$ cat config.mk
export PLATFORM = sky130hd
export DESIGN_NAME = pfc_feature_ctrl_regs
export DESIGN_NICKNAME = d
export VERILOG_FILES = /design/src/pfc_pkg.sv /design/src/pfc_feature_ctrl_regs.sv /design/src/pfc_ctrl_check.sv
export VERILOG_INCLUDE_DIRS = /design/src
export SDC_FILE = /design/constraint.sdc
export NUM_CORES = 1
export LEC_CHECK = 0
export BUFFER_PORTS_ARGS = -buffer_cell sky130_fd_sc_hd__buf_2
export CORE_ASPECT_RATIO = 0.9
export CORE_MARGIN = 1
export CORE_UTILIZATION = 59
export DETAILED_ROUTE_END_ITERATION = 8
export PLACE_DENSITY = 0.94
export SKIP_LAST_GASP = 1
export SLEW_MARGIN = 20
export SYNTH_ARGS = -nofsm -noshare
export SYNTH_HDL_FRONTEND = slang
export SYNTH_SLANG_ARGS = --single-unit
$ cat constraint.sdc
create_clock -name clk -period 6.7 [get_ports clk]
set_clock_uncertainty 0.2 [all_clocks]
set_input_delay 2.01 -clock clk [delete_from_list [all_inputs] [get_ports clk]]
set_output_delay 2.01 -clock clk [all_outputs]
set_load 0.01 [all_outputs]
$ cat src/pfc_params.svh
// constants for the potentiometer feature and control register bank
`ifndef PFC_PARAMS_SVH
`define PFC_PARAMS_SVH

// ****************************************
// feature descriptor fields
// ****************************************
`define PFC_FEAT_TAPER 1'b1
`define PFC_FEAT_VOLATILE 1'b1
`define PFC_FEAT_COUNT 2'b00
`define PFC_FEAT_POSITIONS 2'b11
`define PFC_FEAT_RESIST 2'b11
`define PFC_FEATURE_VALUE 8'hf3

// ****************************************
// control register layout and values
// ****************************************
`define PFC_CTRL_WSEL_LSB 0
`define PFC_CTRL_WSEL_MSB 1
`define PFC_CTRL_WINV_LSB 2
`define PFC_CTRL_WINV_MSB 3
`define PFC_CTRL_PUMP_BIT 6
`define PFC_CTRL_RSVD_MASK 8'hb0
`define PFC_CTRL_RESET 8'h0c
`define PFC_CTRL_VALID_OFF 8'h0c
`define PFC_CTRL_VALID_ON 8'h4c

// ****************************************
// command and answer bytes
// ****************************************
`define PFC_CMD_READ_CTRL 8'haa
`define PFC_CMD_WRITE_CTRL 8'h55
`define PFC_RELEASE_CODE 8'h96
`define PFC_ANSWER_ONES 8'hff
`define PFC_ANSWER_ZERO 8'h00

`endif

$ cat src/pfc_pkg.sv
// types for the potentiometer feature and control register bank
package pfc_pkg;

	typedef enum logic [8:0] {
		PFC_IDLE = 9'h001,
		PFC_RD_FEAT = 9'h002,
		PFC_RD_CTRL = 9'h004,
		PFC_RD_ZERO = 9'h008,
		PFC_WR_VAL = 9'h010,
		PFC_WR_ECHO = 9'h020,
		PFC_WR_REL = 9'h040,
		PFC_WR_DONE = 9'h080,
		PFC_SKIP = 9'h100
	} pfc_state_t;

	typedef struct packed {
		pfc_state_t state;
		logic [7:0] ctrl;
		logic [7:0] pend;
		logic pendOk;
		logic failed;
		logic commit;
		logic txValid;
		logic [7:0] txData;
	} pfc_regs_t;

endpackage

$ cat src/pfc_feature_ctrl_regs.sv
// feature descriptor and control register bank with its byte-level command engine
//
// Summary of operation
// - feature bit 0 reports the taper and reads 1 for a linear element.
// - feature bit 1 reports volatility and reads 1 because settings are lost without power.
// - feature bits 3:2 give the element count minus one and read 00b.
// - feature bits 5:4 give the wiper positions per element and read 11b for 256.
// - feature bits 7:6 give the element resistance and read 11b for 100 kilohm.
// - the feature byte is a constant F3h returned by the control-register read command.
// - control bits 1:0 hold the selected wiper and steer later position commands.
// - control bits 3:2 must be the complement of bits 1:0 or the value is invalid.
// - control bit 6 drives the charge-pump enable output.
// - power-on reset clears the pump enable, selects wiper 00b and sets the complement to 11b.
// - only 0Ch and 4Ch are accepted as control values, every other byte is invalid.
// - an invalid control value leaves the control register and its pump and wiper outputs untouched.
// - after AAh the device sends the feature byte, then the control byte, then zeros.
// - after 55h the value is echoed and committed only on a correct release byte 96h.
// - an invalid received value is answered with FFh during the readback byte.
`timescale 1ns/1ps
`include "pfc_params.svh"

module pfc_feature_ctrl_regs
	import pfc_pkg::*;
#(
	parameter int WIPER_COUNT = 1
) (
	// clock and reset
	input wire logic clk,
	input wire logic rst,
	// byte port from the bus function controller
	input wire logic frameReset,
	input wire logic rxValid,
	input wire logic [7:0] rxData,
	input wire logic txReq,
	// answer byte to the bus function controller
	output logic txValid,
	output logic [7:0] txData,
	// register contents and device controls
	output logic [7:0] featureValue,
	output logic [7:0] ctrlValue,
	output logic [1:0] wiperSelect,
	output logic pumpEnable,
	output logic ctrlCommit
);
	import pfc_pkg::*;

	// refused at elaboration: the feature byte is wired for one element
	if (WIPER_COUNT != 1) begin : gBadCount
		$error("pfc_feature_ctrl_regs: only a single element is served");
	end

	// ****************************************
	// state and constants
	// ****************************************
	localparam pfc_regs_t REGS_RESET = '{
		state: PFC_IDLE,
		ctrl: `PFC_CTRL_RESET,
		pend: 8'h00,
		pendOk: 1'b0,
		failed: 1'b0,
		commit: 1'b0,
		txValid: 1'b0,
		txData: 8'h00
	};

	pfc_regs_t r_reg;
	pfc_regs_t r_next;
	logic rxOk;
	logic [7:0] feature;

	// hard-wired descriptor, never stored
	assign feature = {`PFC_FEAT_RESIST,
		`PFC_FEAT_POSITIONS,
		`PFC_FEAT_COUNT,
		`PFC_FEAT_VOLATILE,
		`PFC_FEAT_TAPER};

	pfc_ctrl_check #(
		.WIPER_COUNT(WIPER_COUNT)
	) u_check (
		.value(rxData),
		.valid(rxOk)
	);

	// ****************************************
	// command engine
	// ****************************************
	always_comb begin
		r_next = r_reg;
		r_next.txValid = 1'b0;
		r_next.commit = 1'b0;
		// reads with nothing to say see an idle high line
		if (txReq) begin
			r_next.txValid = 1'b1;
			r_next.txData = `PFC_ANSWER_ONES;
		end
		if (frameReset) begin
			// a reset pulse ends any command; a half-done write is dropped
			r_next.state = PFC_IDLE;
			r_next.txValid = 1'b0;
			r_next.pendOk = 1'b0;
			r_next.failed = 1'b0;
		end else begin
			case (r_reg.state)
				PFC_IDLE: begin
					if (rxValid) begin
						if (rxData == `PFC_CMD_READ_CTRL) begin
							r_next.state = PFC_RD_FEAT;
						end else if (rxData == `PFC_CMD_WRITE_CTRL) begin
							r_next.state = PFC_WR_VAL;
						end else begin
							r_next.state = PFC_SKIP;
						end
					end
				end
				PFC_RD_FEAT: begin
					if (txReq) begin
						r_next.txData = feature;
						r_next.state = PFC_RD_CTRL;
					end
				end
				PFC_RD_CTRL: begin
					if (txReq) begin
						r_next.txData = r_reg.ctrl;
						r_next.state = PFC_RD_ZERO;
					end
				end
				PFC_RD_ZERO: begin
					if (txReq) begin
						r_next.txData = `PFC_ANSWER_ZERO;
					end
				end
				PFC_WR_VAL: begin
					if (rxValid) begin
						r_next.pend = rxData;
						r_next.pendOk = rxOk;
						r_next.state = PFC_WR_ECHO;
					end
				end
				PFC_WR_ECHO: begin
					if (txReq) begin
						r_next.txData = r_reg.pendOk ? r_reg.pend : `PFC_ANSWER_ONES;
						r_next.state = PFC_WR_REL;
					end
				end
				PFC_WR_REL: begin
					if (rxValid) begin
						r_next.state = PFC_WR_DONE;
						// an invalid value is never committed, whatever release follows
						if (rxData == `PFC_RELEASE_CODE && r_reg.pendOk) begin
							r_next.ctrl = r_reg.pend;
							r_next.commit = 1'b1;
						end else begin
							r_next.failed = 1'b1;
						end
					end
				end
				PFC_WR_DONE: begin
					if (txReq) begin
						r_next.txData = r_reg.failed ? `PFC_ANSWER_ONES : `PFC_ANSWER_ZERO;
					end
				end
				PFC_SKIP: begin
					r_next.state = PFC_SKIP;
				end
				default: begin
					r_next.state = PFC_IDLE;
				end
			endcase
		end
	end

	always_ff @(posedge clk or posedge rst) begin
		if (rst) begin
			r_reg <= REGS_RESET;
		end else begin
			r_reg <= r_next;
		end
	end

	// ****************************************
	// outputs
	// ****************************************
	assign txValid = r_reg.txValid;
	assign txData = r_reg.txData;
	assign featureValue = feature;
	assign ctrlValue = r_reg.ctrl;
	assign wiperSelect = r_reg.ctrl[`PFC_CTRL_WSEL_MSB:`PFC_CTRL_WSEL_LSB];
	assign pumpEnable = r_reg.ctrl[`PFC_CTRL_PUMP_BIT];
	assign ctrlCommit = r_reg.commit;

	// plain signal so the hold check needs no sequence used as a value
	logic releaseHit;
	assign releaseHit = r_reg.state == PFC_WR_REL && rxValid && !frameReset
		&& rxData == `PFC_RELEASE_CODE && r_reg.pendOk;
endmodule

$ cat src/pfc_ctrl_check.sv
// validity check of a received control byte
`timescale 1ns/1ps
`include "pfc_params.svh"

module pfc_ctrl_check #(
	parameter int WIPER_COUNT = 1
) (
	// byte under test
	input wire logic [7:0] value,
	// verdict
	output logic valid
);
	// refused at elaboration: the wiper field cannot address more than four elements
	if (WIPER_COUNT < 1 || WIPER_COUNT > 4) begin : gBadCount
		$error("pfc_ctrl_check: WIPER_COUNT must be 1 to 4");
	end

	logic [1:0] wsel;
	logic [1:0] winv;
	logic [2:0] wselWide;
	logic [2:0] countWide;

	assign wsel = value[`PFC_CTRL_WSEL_MSB:`PFC_CTRL_WSEL_LSB];
	assign winv = value[`PFC_CTRL_WINV_MSB:`PFC_CTRL_WINV_LSB];
	assign wselWide = {1'b0, wsel};
	assign countWide = 3'(WIPER_COUNT);

	// reserved bits must be zero, complement must pair, wiper must exist
	assign valid = ((value & `PFC_CTRL_RSVD_MASK) == 8'h00)
		&& (winv == ~wsel)
		&& (wselWide < countWide);
endmodule

**Word-level counts from Yosys, hierarchy flattened**

Index checks and enable logic that the tools add are counted.

- Add/subtract/negate cells: 0
- Multipliers: 0
- Div/mod/pow operators: 0
- $lt $le $gt $ge: 1
- Eq/ne operators: 21
- Shift operators: 0
- Muxes and demuxes: 30
- Bitwise gates (word level): 2
- Reductions and logical operators: 13

Operators by type and width:

| operator | count |
|---|---|
| $mux W9 | 9 |
| $mux W8 | 9 |
| $pmux W9 S8 | 1 |
| $pmux W8 S5 | 1 |
| $ne A3 B3 Y1 const B | 6 |
| $mux W17 | 1 |
| $eq A8 B8 Y1 const B | 2 |
| $eq A9 B1 Y1 const B | 1 |
| $eq A9 B2 Y1 const B | 1 |
| $eq A9 B3 Y1 const B | 1 |
| $eq A9 B4 Y1 const B | 1 |
| $eq A9 B5 Y1 const B | 1 |
| $eq A9 B6 Y1 const B | 1 |
| $eq A9 B7 Y1 const B | 1 |
| $eq A9 B8 Y1 const B | 1 |
| $eq A9 B9 Y1 const B | 1 |
| $eq A8 B7 Y1 const B | 1 |
| $logic_not A8 Y1 | 1 |
| $reduce_and A7 Y1 | 1 |
| $mux W1 | 6 |
| $mux W2 | 3 |
| $reduce_and A3 Y1 | 2 |
| $reduce_bool A2 Y1 | 3 |
| $reduce_and A4 Y1 | 1 |
| 9 further kinds | 11 |

- Bits in registers: 37
- Latch bits: 0
- Memory bits (writable): 0
- Memory bits (read-only): 0
- Input port bits: 13
- Output and inout port bits: 29
- Word-level logic and storage cells: 75
- Memories: 0

**Longest topological paths before layout**

Gate-level depths: netlist of the first run.

- Depth after elaboration: 7
- Gate-level depth with buffers: 6
- Depth with buffers taken out: 5

**By module**

From an unflattened synthesis of the first run, not the netlist that was laid out.

- Cells, all modules: 245
- Area total of the unflattened synthesis: 2,374.8 um^2

By module, submodules not included:

| module | instances | cells each | area each (um^2) | sequential area each (um^2) |
|---|---|---|---|---|
| pfc_feature_ctrl_regs | 1 | 242 | 2,356.0 | 929.6 |
| pfc_ctrl_check | 1 | 3 | 18.8 | 0.0 |

**Worst setup path after synthesis of the first run**

No wires, ideal clock.

- Path kind: input to register
- From: input port rxData[4]
- To: register r_reg, in the netlist ctrlValue[0]
- Library setup time: 0.125 ns
- Arrival time: 3.091 ns
- Data required time: 6.375 ns
- Slack: 3.284 ns
- Stages on the path: 5
- Path buffers: 0
- Path through: nand2_1 > nor2_1 > nand4_1 > nor3_4 > mux2_2

- Longest elaborated chain between the ends: 3

Ends and longest elaborated chain:

| item | RTL line | text |
|---|---|---|
| from (decl) | pfc_feature_ctrl_regs.sv:33 | `input wire logic [7:0] rxData,` |
| $eq A8 B8 Y1 (no line) | n/a |  |
| $logic_and A1 B1 Y1 | pfc_feature_ctrl_regs.sv:150 | `` if (rxData == `PFC_RELEASE_CODE && r_reg.pendOk) begin `` |
| $reduce_and A4 Y1 (no line) | n/a |  |
| to (signal assigned) | pfc_feature_ctrl_regs.sv:177 | `r_reg <= r_next;` |
| to (decl) | pfc_feature_ctrl_regs.sv:66 | `pfc_regs_t r_reg;` |

Every way passes these cells.
A chain may end at the register's enable or synchronous reset.

**Worst setup path in the final report of the first run**

- From: input port rxData[2]
- To: register r_reg, in the netlist ctrlValue[1]

Same word-level chain as after synthesis.

==> results of run 1 <==
worst reg2reg max path, cell delays in order (launching register included):
cell and delay (ns):
sky130_fd_sc_hd__dfrtp_1 0.48, sky130_fd_sc_hd__nor4_4 0.42, sky130_fd_sc_hd__nor3b_4 0.32, sky130_fd_sc_hd__nand4_2 0.15, sky130_fd_sc_hd__nor3_4 0.38, sky130_fd_sc_hd__mux2_2 0.40
power by group through the flow:
stage	logic, mW	registers, mW	clock network, mW
2_1_floorplan	0.0437	0.236	0
3_5_place_dp	0.0514	0.240	0
4_1_cts	0.0517	0.236	0.151
5_1_grt	0.0579	0.237	0.160
6_report	0.0521	0.236	0.148
3_3_place_gp	0.0507	0.240	0
stage by stage:
step	instance area (µm²)	std cells	worst slack (ns)	utilization (%)	power, mW
after floorplan	2180	224	3.28	-	0.279
after global placement	2180	270	3.07	63.7	0.290
after detailed placement	2180	270	2.96	63.7	0.291
after CTS	2270	278	3.28	66.1	0.439
after global routing	2270	278	3.14	66.1	0.454
final	2270	278	3.26	66.1	0.436
metal layers:
layer  GRT usage [%]  vias up  wire, µm
met2            37.6       80      2160
met4            7.76        0        31
met3            8.08        3       336
met1            36.5      811      2040
met5               0        -         0
li1                -      793         -
placed cells by master (no fill, tap or decap), types with 5 or more instances in the layout:
cell type                  instances
sky130_fd_sc_hd__nor2_1           16
sky130_fd_sc_hd__nor3_1            6
sky130_fd_sc_hd__o21a_1            7
sky130_fd_sc_hd__inv_1             7
sky130_fd_sc_hd__o21ai_0          13
sky130_fd_sc_hd__dfrtp_1          34
sky130_fd_sc_hd__a31oi_1           8
sky130_fd_sc_hd__nand2_1          13
sky130_fd_sc_hd__a21oi_1          12
sky130_fd_sc_hd__conb_1            8
sky130_fd_sc_hd__buf_2            33
sky130_fd_sc_hd__clkbuf_8          5
sky130_fd_sc_hd__mux2_2           17
sky130_fd_sc_hd__nand3_1           7
worst paths after layout:
path	start	end	slack (ns)	cells after the start
min reg2reg	txData[2]	txData[2]	0.31	1
min	txData[2]	txData[2]	0.31	1
min in group asynchronous	rst	txData[1]	1.61	3
max	rxData[2]	ctrlValue[1]	3.26	6
max in group asynchronous	rst	r_reg[28]	4.33	3
max reg2reg	r_reg[30]	ctrlValue[1]	4.23	5
layout make-up:
cell class / instances / area (µm²) / area share (%)
well taps: 44 / 55.1 / 2.43
repair buffers: 34 / 173 / 7.62
flip-flops and latches: 37 / 930 / 41.0
multi-input cells: 148 / 1000 / 44.1
clock buffers: 6 / 72.6 / 3.20
clock inverters: 2 / 10.0 / 0.442
inverters: 7 / 26.3 / 1.16
kinds of logic (layout without fill, tap and decap cells):
kind of cell / count (synthesis) / in the layout / share of synthesized area, %
simple gates: 75 / 75 / 21.8
compound gates: 47 / 47 / 13.9
buf+inv: 39 / 49 / 11.4
flops: 37 / 37 / 43.2
mux: 17 / 17 / 8.89
other cells: 2 / 8 / 0.349
xor+xnor: 1 / 1 / 0.407
==> Implementation_results.wiki, run 1 <==
{| class="wikitable"
! Metric !! Value
|-
| Worst Path Class, Setup || primary input to register
|-
| Starting utilization of the core area || 62.8%
|-
| Final antenna-violating net count || 0
|-
| Cell Area, Synth || 2150 µm²
|-
| Clock-pin slew of the registers on the worst-case setup and hold paths || 0.07 ns
|-
| Initial DRC count || 151
|-
| Sink Count || 37
|-
| CTS H-tree lvls || 2
|-
| Number of instances resized during post-cts repair || 0
|-
| Reported net switching power || 117 µW
|-
| Flip-flop count of the largest register, all copies and words added || 19
|-
| Routability congestion estimate || 0.876
|-
| Std cell rows || 20
|-
| Crit path largest cell delay || 0.45 ns
|-
| Fraction of power consumed by the clock network || 34.0%
|-
| Worst vdd ir || 0.169 mV
|-
| CTS max path bufs || 2
|-
| Power per cell area || 193 nW/µm²
|-
| Hold Fails Final Rpt || 0
|-
| Worst hold slack across all endpoints || 0.310 ns
|-
| Detailed-placement wirelength estimate || 3360 µm
|-
| Critical path cell sequence || buf_2 -> nand2_1 -> nor2_1 -> nand4_1 -> nor3_4 -> mux2_2
|-
| Die area || 3900 µm²
|-
| Count of antenna diodes in the layout || 0
|-
| Area Overhead vs Synth || 5.23%
|-
| Average cell area after synthesis || 9.88 µm²
|-
| Die extent in y || 59.3 µm
|-
| All-Layer GR Usage || 25.7%
|-
| Register area share after synthesis || 43.2%
|-
| Largest net degree at the start of global routing || 38
|-
| Buffer count from post-CTS setup fixing || 0
|-
| CTS hold repair buffers || 0
|-
| Yosys warnings || 0
|-
| Combinational share of power || 11.9%
|-
| Std-Cell Core Area || 3430 µm²
|-
| Most frequently used flop master after synthesis || sky130_fd_sc_hd__dfrtp_1
|-
| CTS Buf Count || 5
|-
| Mapped Cells || 218
|-
| Number of max-slew violations in the final report || 0
|-
| Unique cell type count in the Yosys netlist || 42
|-
| Global route total overflow || 0
|-
| Startpoint Class || primary input
|-
| Clock insertion delay at the later pin of the skew report || 0.29 ns
|-
| CTS tree || yes
|-
| Total I/O pin count || 42
|-
| Kind of cell adding the most delay to the critical path || simple AND/OR/NAND/NOR gates
|-
| Fraction of synthesized cell area taken by the top area cell type || 39.5%
|-
| Fraction of registers with async set/reset || 100%
|-
| Port Buf Inserts || 33
|-
| Cell types with the highest counts after synthesis || sky130_fd_sc_hd__dfrtp_1, sky130_fd_sc_hd__buf_4, sky130_fd_sc_hd__mux2_2
|-
| Top cell type by total area after synthesis || sky130_fd_sc_hd__dfrtp_1
|-
| Filler cells || 270
|-
| Internal power summed over all cells || 320 µW
|-
| Summed negative setup slack over all endpoints || 0 ns
|-
| Routed wirelength normalized by instance count || 16.4 µm
|-
| Number of iterations in the first detailed-routing pass || 4
|-
| Outcome || completed
|-
| Global-route wire length before repair || 7290 µm
|-
| Proportion of total power due to net switching || 26.7%
|-
| Arrival time of data at the critical path endpoint || 3.41 ns
|-
| Floorplan die width || 65.7 µm
|-
| Max-Cap Viols || 0
|-
| Layout cell share with drive strength beyond 1 || 31.2%
|-
| Time the worst path needs with I/O delays and setup || 3.44 ns
|-
| WP buf/inv || 1
|-
| Path class of the lowest-slack min-delay path || register to register
|-
| DRC errors left || 0
|-
| Relative contribution of sequential cells to total power || 54.1%
|-
| Initial antenna violation count || 0
|-
| EDFF count, synth || 0
|-
| Worst endpoint required time || 6.68 ns
|-
| Vias per std cell || 6.07
|-
| Post-layout nets || 246
|-
| Element type at the critical path end || register
|-
| RSZ-0062 raised after global routing || false
|-
| Synth Register Bits || 37
|-
| Worst path slowest cell || sky130_fd_sc_hd__nor3_4
|-
| Cell types occupying the most area after synthesis || sky130_fd_sc_hd__dfrtp_1, sky130_fd_sc_hd__buf_4, sky130_fd_sc_hd__mux2_2
|-
| Maximum clock frequency || 0.291 GHz
|-
| Most common cell in the netlist || sky130_fd_sc_hd__dfrtp_1
|-
| Vias in the first global route || 1,511
|-
| Post-Route WL || 4570 µm
|-
| P_leak || 1.01 nW
|-
| Total via count after detailed routing || 1,687
|-
| Crit share post-route || 51.3%
|-
| Setup violators final || 0
|-
| Root buffer cell || sky130_fd_sc_hd__clkbuf_8
|-
| Critical path fanouts, max || 8
|}
(Power assumes the default switching activity.)
==> run 2, diff against run 1 <==
--- a/config.mk
+++ b/config.mk
@@ -6,12 +6,13 @@
 export SDC_FILE = /design/constraint.sdc
 export NUM_CORES = 1
 export LEC_CHECK = 0
+export ABC_AREA = 1
 export BUFFER_PORTS_ARGS = -buffer_cell sky130_fd_sc_hd__buf_2
 export CORE_ASPECT_RATIO = 0.9
 export CORE_MARGIN = 1
-export CORE_UTILIZATION = 59
+export CORE_UTILIZATION = 56
 export DETAILED_ROUTE_END_ITERATION = 8
-export PLACE_DENSITY = 0.94
+export PLACE_DENSITY = 0.9
 export SKIP_LAST_GASP = 1
 export SLEW_MARGIN = 20
 export SYNTH_ARGS = -nofsm -noshare
==> constraint.sdc (replaced) <==
create_clock -name clk -period 3.5 [get_ports clk]
set_clock_uncertainty 0.2 [all_clocks]
set_input_delay 1.05 -clock clk [delete_from_list [all_inputs] [get_ports clk]]
set_output_delay 1.05 -clock clk [all_outputs]
set_load 0.01 [all_outputs]
==> run 2 against run 1 <==
  * The flow now finishes with violations (design-rule violations)
  * Via count increased by 31%
  * Clock power increased by 110%
  * Combinational power rose to 3.6 times the previous value
  * Sequential cell count unchanged
  * Area after synthesis grew 12%
  * Register-to-register slack got worse by 2.7 ns
  * Cell area rose by 12%
  * Hold slack got worse by 0.019 ns
  * Die area is 18% higher
  * Core utilization fell by 4.2 points
  * Global-route usage rose by 1.1 points
  * Total power grew 120%
  * Critical endpoint is now r_reg[13]
==> Implementation_results.wiki, run 2 <==
{| class="wikitable"
! Metric !! Value
|-
| Flip-flop count of the largest register, all copies and words added || 19 (unchanged)
|-
| Total power after layout || 966 µW (was 436 µW)
|-
| Detailed-placement wirelength estimate || 4140 µm (was 3360 µm)
|-
| Global route total overflow || 0 (unchanged)
|-
| Fraction of registers with async set/reset || 100% (unchanged)
|-
| Outcome || complete, but fails checks (was completed)
|-
| Fraction of met1 tracks used by global routing || 36.6% (was 36.5%)
|-
| Cell types with the highest counts after synthesis || sky130_fd_sc_hd__nand2_1, sky130_fd_sc_hd__nor2_1, sky130_fd_sc_hd__inv_1 (was sky130_fd_sc_hd__dfrtp_1, sky130_fd_sc_hd__buf_4, sky130_fd_sc_hd__mux2_2)
|-
| Mapped Cells || 347 (was 218)
|-
| Hold Fails Final Rpt || 0 (unchanged)
|-
| Setup violators final || 0 (unchanged)
|-
| Number of max-slew violations in the final report || 0 (unchanged)
|-
| Total via count after detailed routing || 2,209 (was 1,687)
|-
| Fraction of synthesized cell area taken by the top area cell type || 35.2% (was 39.5%)
|-
| Path class of the lowest-slack min-delay path || register to register (unchanged)
|-
| Root buffer cell || sky130_fd_sc_hd__clkbuf_8 (unchanged)
|-
| Arrival time of data at the critical path endpoint || 2.32 ns (was 3.41 ns)
|-
| Floorplan die width || 71.3 µm (was 65.7 µm)
|-
| Clock insertion delay at the later pin of the skew report || 0.30 ns (was 0.29 ns)
|-
| All-Layer GR Usage || 26.8% (was 25.7%)
|-
| Crit share post-route || 67.0%
|-
| Most common cell in the netlist || sky130_fd_sc_hd__nand2_1 (was sky130_fd_sc_hd__dfrtp_1)
|-
| Combinational share of power || 19.3% (was 11.9%)
|-
| Die area || 4590 µm² (was 3900 µm²)
|-
| Top cell type by total area after synthesis || sky130_fd_sc_hd__dfrtp_1 (unchanged)
|-
| Vias per std cell || 5.37 (was 6.07)
|-
| Routed wirelength normalized by instance count || 13.2 µm (was 16.4 µm)
|-
| Synth Register Bits || 37 (unchanged)
|-
| Final antenna-violating net count || 0 (unchanged)
|-
| Maximum clock frequency || 0.427 GHz
|-
| Most common cell after layout, fill and taps aside || sky130_fd_sc_hd__nand2_1 (was sky130_fd_sc_hd__dfrtp_1)
|-
| Largest net degree at the start of global routing || 38 (unchanged)
|-
| Unique cell type count in the Yosys netlist || 31 (was 42)
|-
| Global-route wire length before repair || 9340 µm (was 7290 µm)
|-
| Failing checks || design-rule violations
|-
| Cell Area, Synth || 2420 µm² (was 2150 µm²)
|-
| Max-Cap Viols || 0 (unchanged)
|-
| Met3 layer usage reported by global route || 4.57% (was 8.08%)
|-
| Critical path fanouts, max || 17 (was 8)
|-
| Average cell area after synthesis || 6.97 µm² (was 9.88 µm²)
|-
| Register area share after synthesis || 38.4% (was 43.2%)
|-
| Vias in the first global route || 1,991 (was 1,511)
|-
| P_leak || 1.35 nW (was 1.01 nW)
|-
| Relative slew slack || 66.7%
|-
| Met2 usage in global routing || 43.0% (was 37.6%)
|-
| CTS hold repair buffers || 0 (unchanged)
|-
| Post-Route WL || 5430 µm (was 4570 µm)
|-
| Number of iterations in the first detailed-routing pass || 7 (was 4)
|-
| RSZ-0062 raised after global routing || false (unchanged)
|-
| Commonest non-fill, non-tap cells in the layout || sky130_fd_sc_hd__nand2_1, sky130_fd_sc_hd__nor2_1, sky130_fd_sc_hd__inv_1 (was sky130_fd_sc_hd__dfrtp_1, sky130_fd_sc_hd__buf_2, sky130_fd_sc_hd__mux2_2)
|-
| Proportion of total power due to net switching || 32.2% (was 26.7%)
|-
| Starting utilization of the core area || 59.0% (was 62.8%)
|-
| Initial DRC count || 190 (was 151)
|-
| Post-layout nets || 375 (was 246)
|-
| Yosys warnings || 0 (unchanged)
|-
| Std-Cell Core Area || 4100 µm² (was 3430 µm²)
|-
| Most frequently used flop master after synthesis || sky130_fd_sc_hd__dfrtp_1 (unchanged)
|-
| Worst endpoint required time || 3.47 ns (was 6.68 ns)
|-
| Startpoint Class || primary input (unchanged)
|-
| Layout cell share with drive strength beyond 1 || 18.5% (was 31.2%)
|-
| Std cell rows || 22 (was 20)
|-
| CTS Buf Count || 5 (unchanged)
|-
| CTS tree || yes (unchanged)
|-
| Number of instances resized during post-cts repair || 0 (unchanged)
|-
| Global-route layer with the greatest usage || met2 (unchanged)
|-
| Sink Count || 37 (unchanged)
|-
| Die extent in y || 64.4 µm (was 59.3 µm)
|-
| Power per cell area || 380 nW/µm² (was 193 nW/µm²)
|-
| Reported net switching power || 311 µW (was 117 µW)
|-
| Worst vdd ir || 0.216 mV (was 0.169 mV)
|-
| Routability congestion estimate || 0.933 (was 0.876)
|-
| Time the worst path needs with I/O delays and setup || 2.34 ns
|-
| Summed negative setup slack over all endpoints || 0 ns (unchanged)
|-
| Clock-pin slew of the registers on the worst-case setup and hold paths || 0.08 ns (was 0.07 ns)
|-
| Worst hold slack across all endpoints || 0.290 ns (was 0.310 ns)
|-
| Cell types occupying the most area after synthesis || sky130_fd_sc_hd__dfrtp_1, sky130_fd_sc_hd__nand2_1, sky130_fd_sc_hd__buf_4 (was sky130_fd_sc_hd__dfrtp_1, sky130_fd_sc_hd__buf_4, sky130_fd_sc_hd__mux2_2)
|-
| CTS H-tree lvls || 2 (unchanged)
|-
| CTS max path bufs || 2 (unchanged)
|-
| DRC errors left || 4 (was 0)
|-
| Area Overhead vs Synth || 4.96% (was 5.23%)
|-
| Port Buf Inserts || 33 (unchanged)
|-
| Count of antenna diodes in the layout || 0 (unchanged)
|-
| Initial antenna violation count || 0 (unchanged)
|-
| Least-Margin Pin Slew || 0.499 ns
|-
| Element type at the critical path end || register (unchanged)
|-
| Fraction of power consumed by the clock network || 32.9% (was 34.0%)
|-
| Total I/O pin count || 42 (unchanged)
|-
| Relative contribution of sequential cells to total power || 47.8% (was 54.1%)
|-
| Internal power summed over all cells || 655 µW (was 320 µW)
|-
| Buffer count from post-CTS setup fixing || 0 (unchanged)
|-
| EDFF count, synth || 0 (unchanged)
|-
| Worst Path Class, Setup || primary input to register (unchanged)
|}
==> run 2: cell count changes after synthesis, sizes merged, moves of 8 or more <==
| cell | before | now |
|---|---|---|
| a31oi | 8 | 0 |
| o21a | 8 | 0 |
| mux2 | 17 | 0 |
| nand3 | 7 | 25 |
| o21ai | 13 | 22 |
| nor2 | 17 | 49 |
| nand2 | 13 | 111 |
| inv | 7 | 37 |
==> run 2: kinds of logic after synthesis <==
group / count (synthesis) / share of synthesized area, %
other cells: 2 / 0.310
simple gates: 203 / 37.4
buf+inv: 70 / 15.5
flops: 37 / 38.4
compound gates: 35 / 8.38
==> run 2: final timing paths <==
check                        startpoint           end  slack (ns)  cells past startpoint
setup reg to reg              r_reg[36]  ctrlValue[5]        1.55                      9
setup / recovery             frameReset     r_reg[13]        1.16                      5
hold / removal             ctrlValue[2]  ctrlValue[2]        0.29                      2
hold reg to reg            ctrlValue[2]  ctrlValue[2]        0.29                      2
max in group asynchronous           rst     r_reg[28]        2.12                      3
min in group asynchronous           rst     r_reg[15]        0.64                      3
==> run 2: cell type report <==
cell class	count	area, µm²
clock buffer	7	86.3
clock inverter	1	7.51
fill	389	1560
inverter	38	146
multi-input combinational	246	1140
sequential	37	930
tap	48	60.1
timing repair buffer	34	173
==> run 2: power by group through the flow <==
stage,Combinational (mW),Sequential (mW),Clock (mW)
after global placement,0.183,0.468,0
after global routing,0.210,0.464,0.343
after floorplan,0.161,0.465,0
after detailed placement,0.184,0.469,0
after CTS,0.186,0.462,0.316
final,0.186,0.462,0.318
==> run 2: through the flow <==
step / instance area, µm² / cells / util [%] / worst slack (ns)
after floorplan: 2440 / 353 / - / 1.31
after global placement: 2450 / 403 / 59.6 / 1.00
after detailed placement: 2450 / 403 / 59.6 / 0.866
after CTS: 2540 / 411 / 61.9 / 1.16
after global routing: 2540 / 411 / 61.9 / 0.988
final: 2540 / 411 / 61.9 / 1.16
==> run 2: per-layer routing <==
metal | wire length [µm] | vias to the layer above
li1 | - | 1095
met4 | 112 | 0
met1 | 2520 | 1022
met5 | 0 | -
met3 | 308 | 13
met2 | 2500 | 79
==> run 2: worst max-delay path: stages <==
cell and delay, ns:
sky130_fd_sc_hd__buf_2 0.16, sky130_fd_sc_hd__inv_1 0.39, sky130_fd_sc_hd__nand4_2 0.43, sky130_fd_sc_hd__nand2_1 0.19, sky130_fd_sc_hd__o21ai_0 0.10
==> run 3, diff against run 2 <==
==> constraint.sdc (replaced) <==
create_clock -name clk -period 2.39 [get_ports clk]
set_clock_uncertainty 0.2 [all_clocks]
set_input_delay 0.717 -clock clk [delete_from_list [all_inputs] [get_ports clk]]
set_output_delay 0.717 -clock clk [all_outputs]
set_load 0.01 [all_outputs]
==> run 3 against run 2 <==
  * The flow still finishes with violations (design-rule violations)
  * Core utilization increased by 0.73 points
  * Via count shrank 1.0%
  * Die area stayed put
  * Clock power increased by 75%
  * Routed wire length decreased by 4.6%
  * Sequential power up 46%
  * Cell area rose by 1.2%
  * Highest routed layer unchanged
  * Register-to-register slack got worse by 1.1 ns
  * Sequential share of layout area down 0.43 points
  * Worst setup slack lost 0.74 ns
  * Critical path depth increased by 4
==> Implementation_results.wiki, run 3 (same netlist as run 2, synthesis figures left out) <==
{| class="wikitable"
! Metric !! Value
|-
| Power per cell area || 584 nW/µm² (was 380 nW/µm²)
|-
| P_leak || 1.36 nW (was 1.35 nW)
|-
| Std cell rows || 22 (unchanged)
|-
| Starting utilization of the core area || 59.0% (unchanged)
|-
| Filler cells || 378 (was 389)
|-
| Post-layout nets || 376 (was 375)
|-
| RSZ-0062 raised after global routing || false (unchanged)
|-
| Area Overhead vs Synth || 6.20% (was 4.96%)
|-
| Number of instances resized during post-cts repair || 0 (unchanged)
|-
| Outcome || complete, but fails checks (unchanged)
|-
| Largest net degree at the start of global routing || 38 (unchanged)
|-
| Hold path startpoint || ctrlValue[3] (was ctrlValue[2])
|-
| Post-Place Setup Slack || 0.307 ns (was 0.866 ns)
|-
| Worst Path Class, Setup || register to register (was primary input to register)
|-
| Detailed-placement wirelength estimate || 4050 µm (was 4140 µm)
|-
| Global-route wire length before repair || 9120 µm (was 9340 µm)
|-
| CTS H-tree lvls || 2 (unchanged)
|-
| Global route total overflow || 0 (unchanged)
|-
| Crit path largest cell delay || 0.47 ns (was 0.43 ns)
|-
| Std-Cell Core Area || 4100 µm² (unchanged)
|-
| Vias per std cell || 5.31 (was 5.37)
|-
| Routed wirelength normalized by instance count || 12.6 µm (was 13.2 µm)
|-
| Buffer count from post-CTS setup fixing || 0 (unchanged)
|-
| Placed insts || 404 (was 403)
|-
| Number of max-slew violations in the final report || 0 (unchanged)
|-
| All-Layer GR Usage || 25.8% (was 26.8%)
|-
| Flip-flop count of the largest register, all copies and words added || 19 (unchanged)
|-
| Kind of cell adding the most delay to the critical path || simple AND/OR/NAND/NOR gates (unchanged)
|-
| CTS Buf Count || 5 (unchanged)
|-
| Max-Cap Viols || 0 (unchanged)
|-
| Clock insertion delay at the later pin of the skew report || 0.29 ns (was 0.30 ns)
|-
| Post-Route WL || 5180 µm (was 5430 µm)
|-
| Time the worst path needs with I/O delays and setup || 1.97 ns
|-
| Setup violators final || 0 (unchanged)
|-
| Failing checks || design-rule violations (unchanged)
|-
| Element type at the critical path end || register (unchanged)
|-
| Startpoint Class || register (was primary input)
|-
| Number of iterations in the first detailed-routing pass || 6 (was 7)
|-
| CTS hold repair buffers || 0 (unchanged)
|-
| Count of antenna diodes in the layout || 0 (unchanged)
|-
| Clock-pin slew of the registers on the worst-case setup and hold paths || 0.07 ns (was 0.08 ns)
|-
| Summed negative setup slack over all endpoints || 0 ns (unchanged)
|-
| Setup crit start || r_reg[36] (was frameReset)
|-
| Final core area utilization || 62.7% (was 61.9%)
|-
| Floorplan die width || 71.3 µm (unchanged)
|-
| Initial DRC count || 154 (was 190)
|-
| DRC errors left || 4 (unchanged)
|-
| WP buf/inv || 2 (unchanged)
|-
| Path class of the lowest-slack min-delay path || register to register (unchanged)
|-
| Routability congestion estimate || 0.892 (was 0.933)
|-
| Maximum clock frequency || 0.508 GHz
|-
| Worst path setup slack after routing || 0.421 ns (was 1.16 ns)
|-
| Die extent in y || 64.4 µm (unchanged)
|-
| Commonest non-fill, non-tap cells in the layout || sky130_fd_sc_hd__nand2_1, sky130_fd_sc_hd__nor2_1, sky130_fd_sc_hd__inv_1 (unchanged)
|-
| CTS tree || yes (unchanged)
|-
| Root buffer cell || sky130_fd_sc_hd__clkbuf_8 (unchanged)
|-
| Critical Path Most Common Cell || sky130_fd_sc_hd__nand2_1
|-
| RR Startpoint || r_reg[36] (unchanged)
|-
| CTS max path bufs || 2 (unchanged)
|-
| Vias in the first global route || 2,009 (was 1,991)
|-
| Total via count after detailed routing || 2,187 (was 2,209)
|-
| Arrival time of data at the critical path endpoint || 1.96 ns (was 2.32 ns)
|-
| Initial antenna violation count || 0 (unchanged)
|-
| Crit share post-route || 82.4%
|-
| Final antenna-violating net count || 0 (unchanged)
|-
| Worst path slowest cell || sky130_fd_sc_hd__dfrtp_1 (was sky130_fd_sc_hd__nand4_2)
|-
| Sink Count || 37 (unchanged)
|-
| Worst vdd ir || 0.357 mV (was 0.216 mV)
|-
| Worst endpoint required time || 2.38 ns (was 3.47 ns)
|-
| Layout cell share with drive strength beyond 1 || 18.7% (was 18.5%)
|-
| Port Buf Inserts || 33 (unchanged)
|-
| Critical path fanouts, max || 13 (was 17)
|-
| Hold Fails Final Rpt || 0 (unchanged)
|-
| Die area || 4590 µm² (unchanged)
|-
| Number of standard cells in the final layout excluding fillers || 412 (was 411)
|-
| Critical path cell sequence || inv_2 -> nand3_1 -> nor2_1 -> nand2_1 -> nor2_2 -> nand2_4 -> clkinv_2 -> nand2_1 -> o21ai_0 (was buf_2 -> inv_1 -> nand4_2 -> nand2_1 -> o21ai_0)
|-
| Total I/O pin count || 42 (unchanged)
|-
| Most common cell after layout, fill and taps aside || sky130_fd_sc_hd__nand2_1 (unchanged)
|}
-- run 3: area by class of cell --
type	instances	area, µm²	area share [%]
multi-input cells	246	1140	44.3
well taps	48	60.1	2.34
clock buffers	7	86.3	3.36
repair buffers	35	180	7.01
inverters	38	146	5.70
clock inverters	1	30.0	1.17
flip-flops and latches	37	930	36.2
-- run 3: path summary, 6_finish.rpt --
check / end / slack, ns / depth (start not counted)
setup / recovery: ctrlValue[5] / 0.42 / 9
hold / removal: ctrlValue[3] / 0.29 / 2
setup reg to reg: ctrlValue[5] / 0.42 / 9
hold reg to reg: ctrlValue[3] / 0.29 / 2
max in group asynchronous: ctrlValue[3] / 1.33 / 3
min in group asynchronous: r_reg[15] / 0.32 / 3
-- run 3: report_power, final --
| part | leakage, nW | switching (mW) | total [mW] | internal, mW |
|---|---|---|---|---|
| logic | 0.853 | 0.194 | 0.271 | 0.0772 |
| clock network | 0.0585 | 0.215 | 0.555 | 0.340 |
| registers | 0.452 | 0.0252 | 0.674 | 0.649 |
| total | 1.36 | 0.434 | 1.50 | 1.07 |
-- run 3: per-layer routing --
layer | up-vias | global-route usage, % | wire, µm
met1 | 993 | 34.4 | 2380
met4 | 0 | 9.50 | 120
li1 | 1103 | - | -
met3 | 13 | 6.78 | 311
met2 | 78 | 40.4 | 2370
met5 | - | 0 | 0
-- run 3: worst register-to-register path: stages, from the launching register on --
cell	delay (ns)
sky130_fd_sc_hd__dfrtp_1	0.47
sky130_fd_sc_hd__inv_2	0.22
sky130_fd_sc_hd__nand3_1	0.10
sky130_fd_sc_hd__nor2_1	0.17
sky130_fd_sc_hd__nand2_1	0.11
sky130_fd_sc_hd__nor2_2	0.19
sky130_fd_sc_hd__nand2_4	0.12
sky130_fd_sc_hd__clkinv_2	0.13
sky130_fd_sc_hd__nand2_1	0.07
sky130_fd_sc_hd__o21ai_0	0.10
-- run 3: stage by stage --
stage / cell area [µm²] / hold WS (ns) / power [mW]
after CTS: 2570 / 0.291 / 1.51
final: 2570 / 0.290 / 1.50
after global placement: 2450 / 0.269 / 0.949
after floorplan: 2440 / 0.253 / 0.917
after detailed placement: 2450 / 0.275 / 0.954
after global routing: 2570 / 0.304 / 1.59
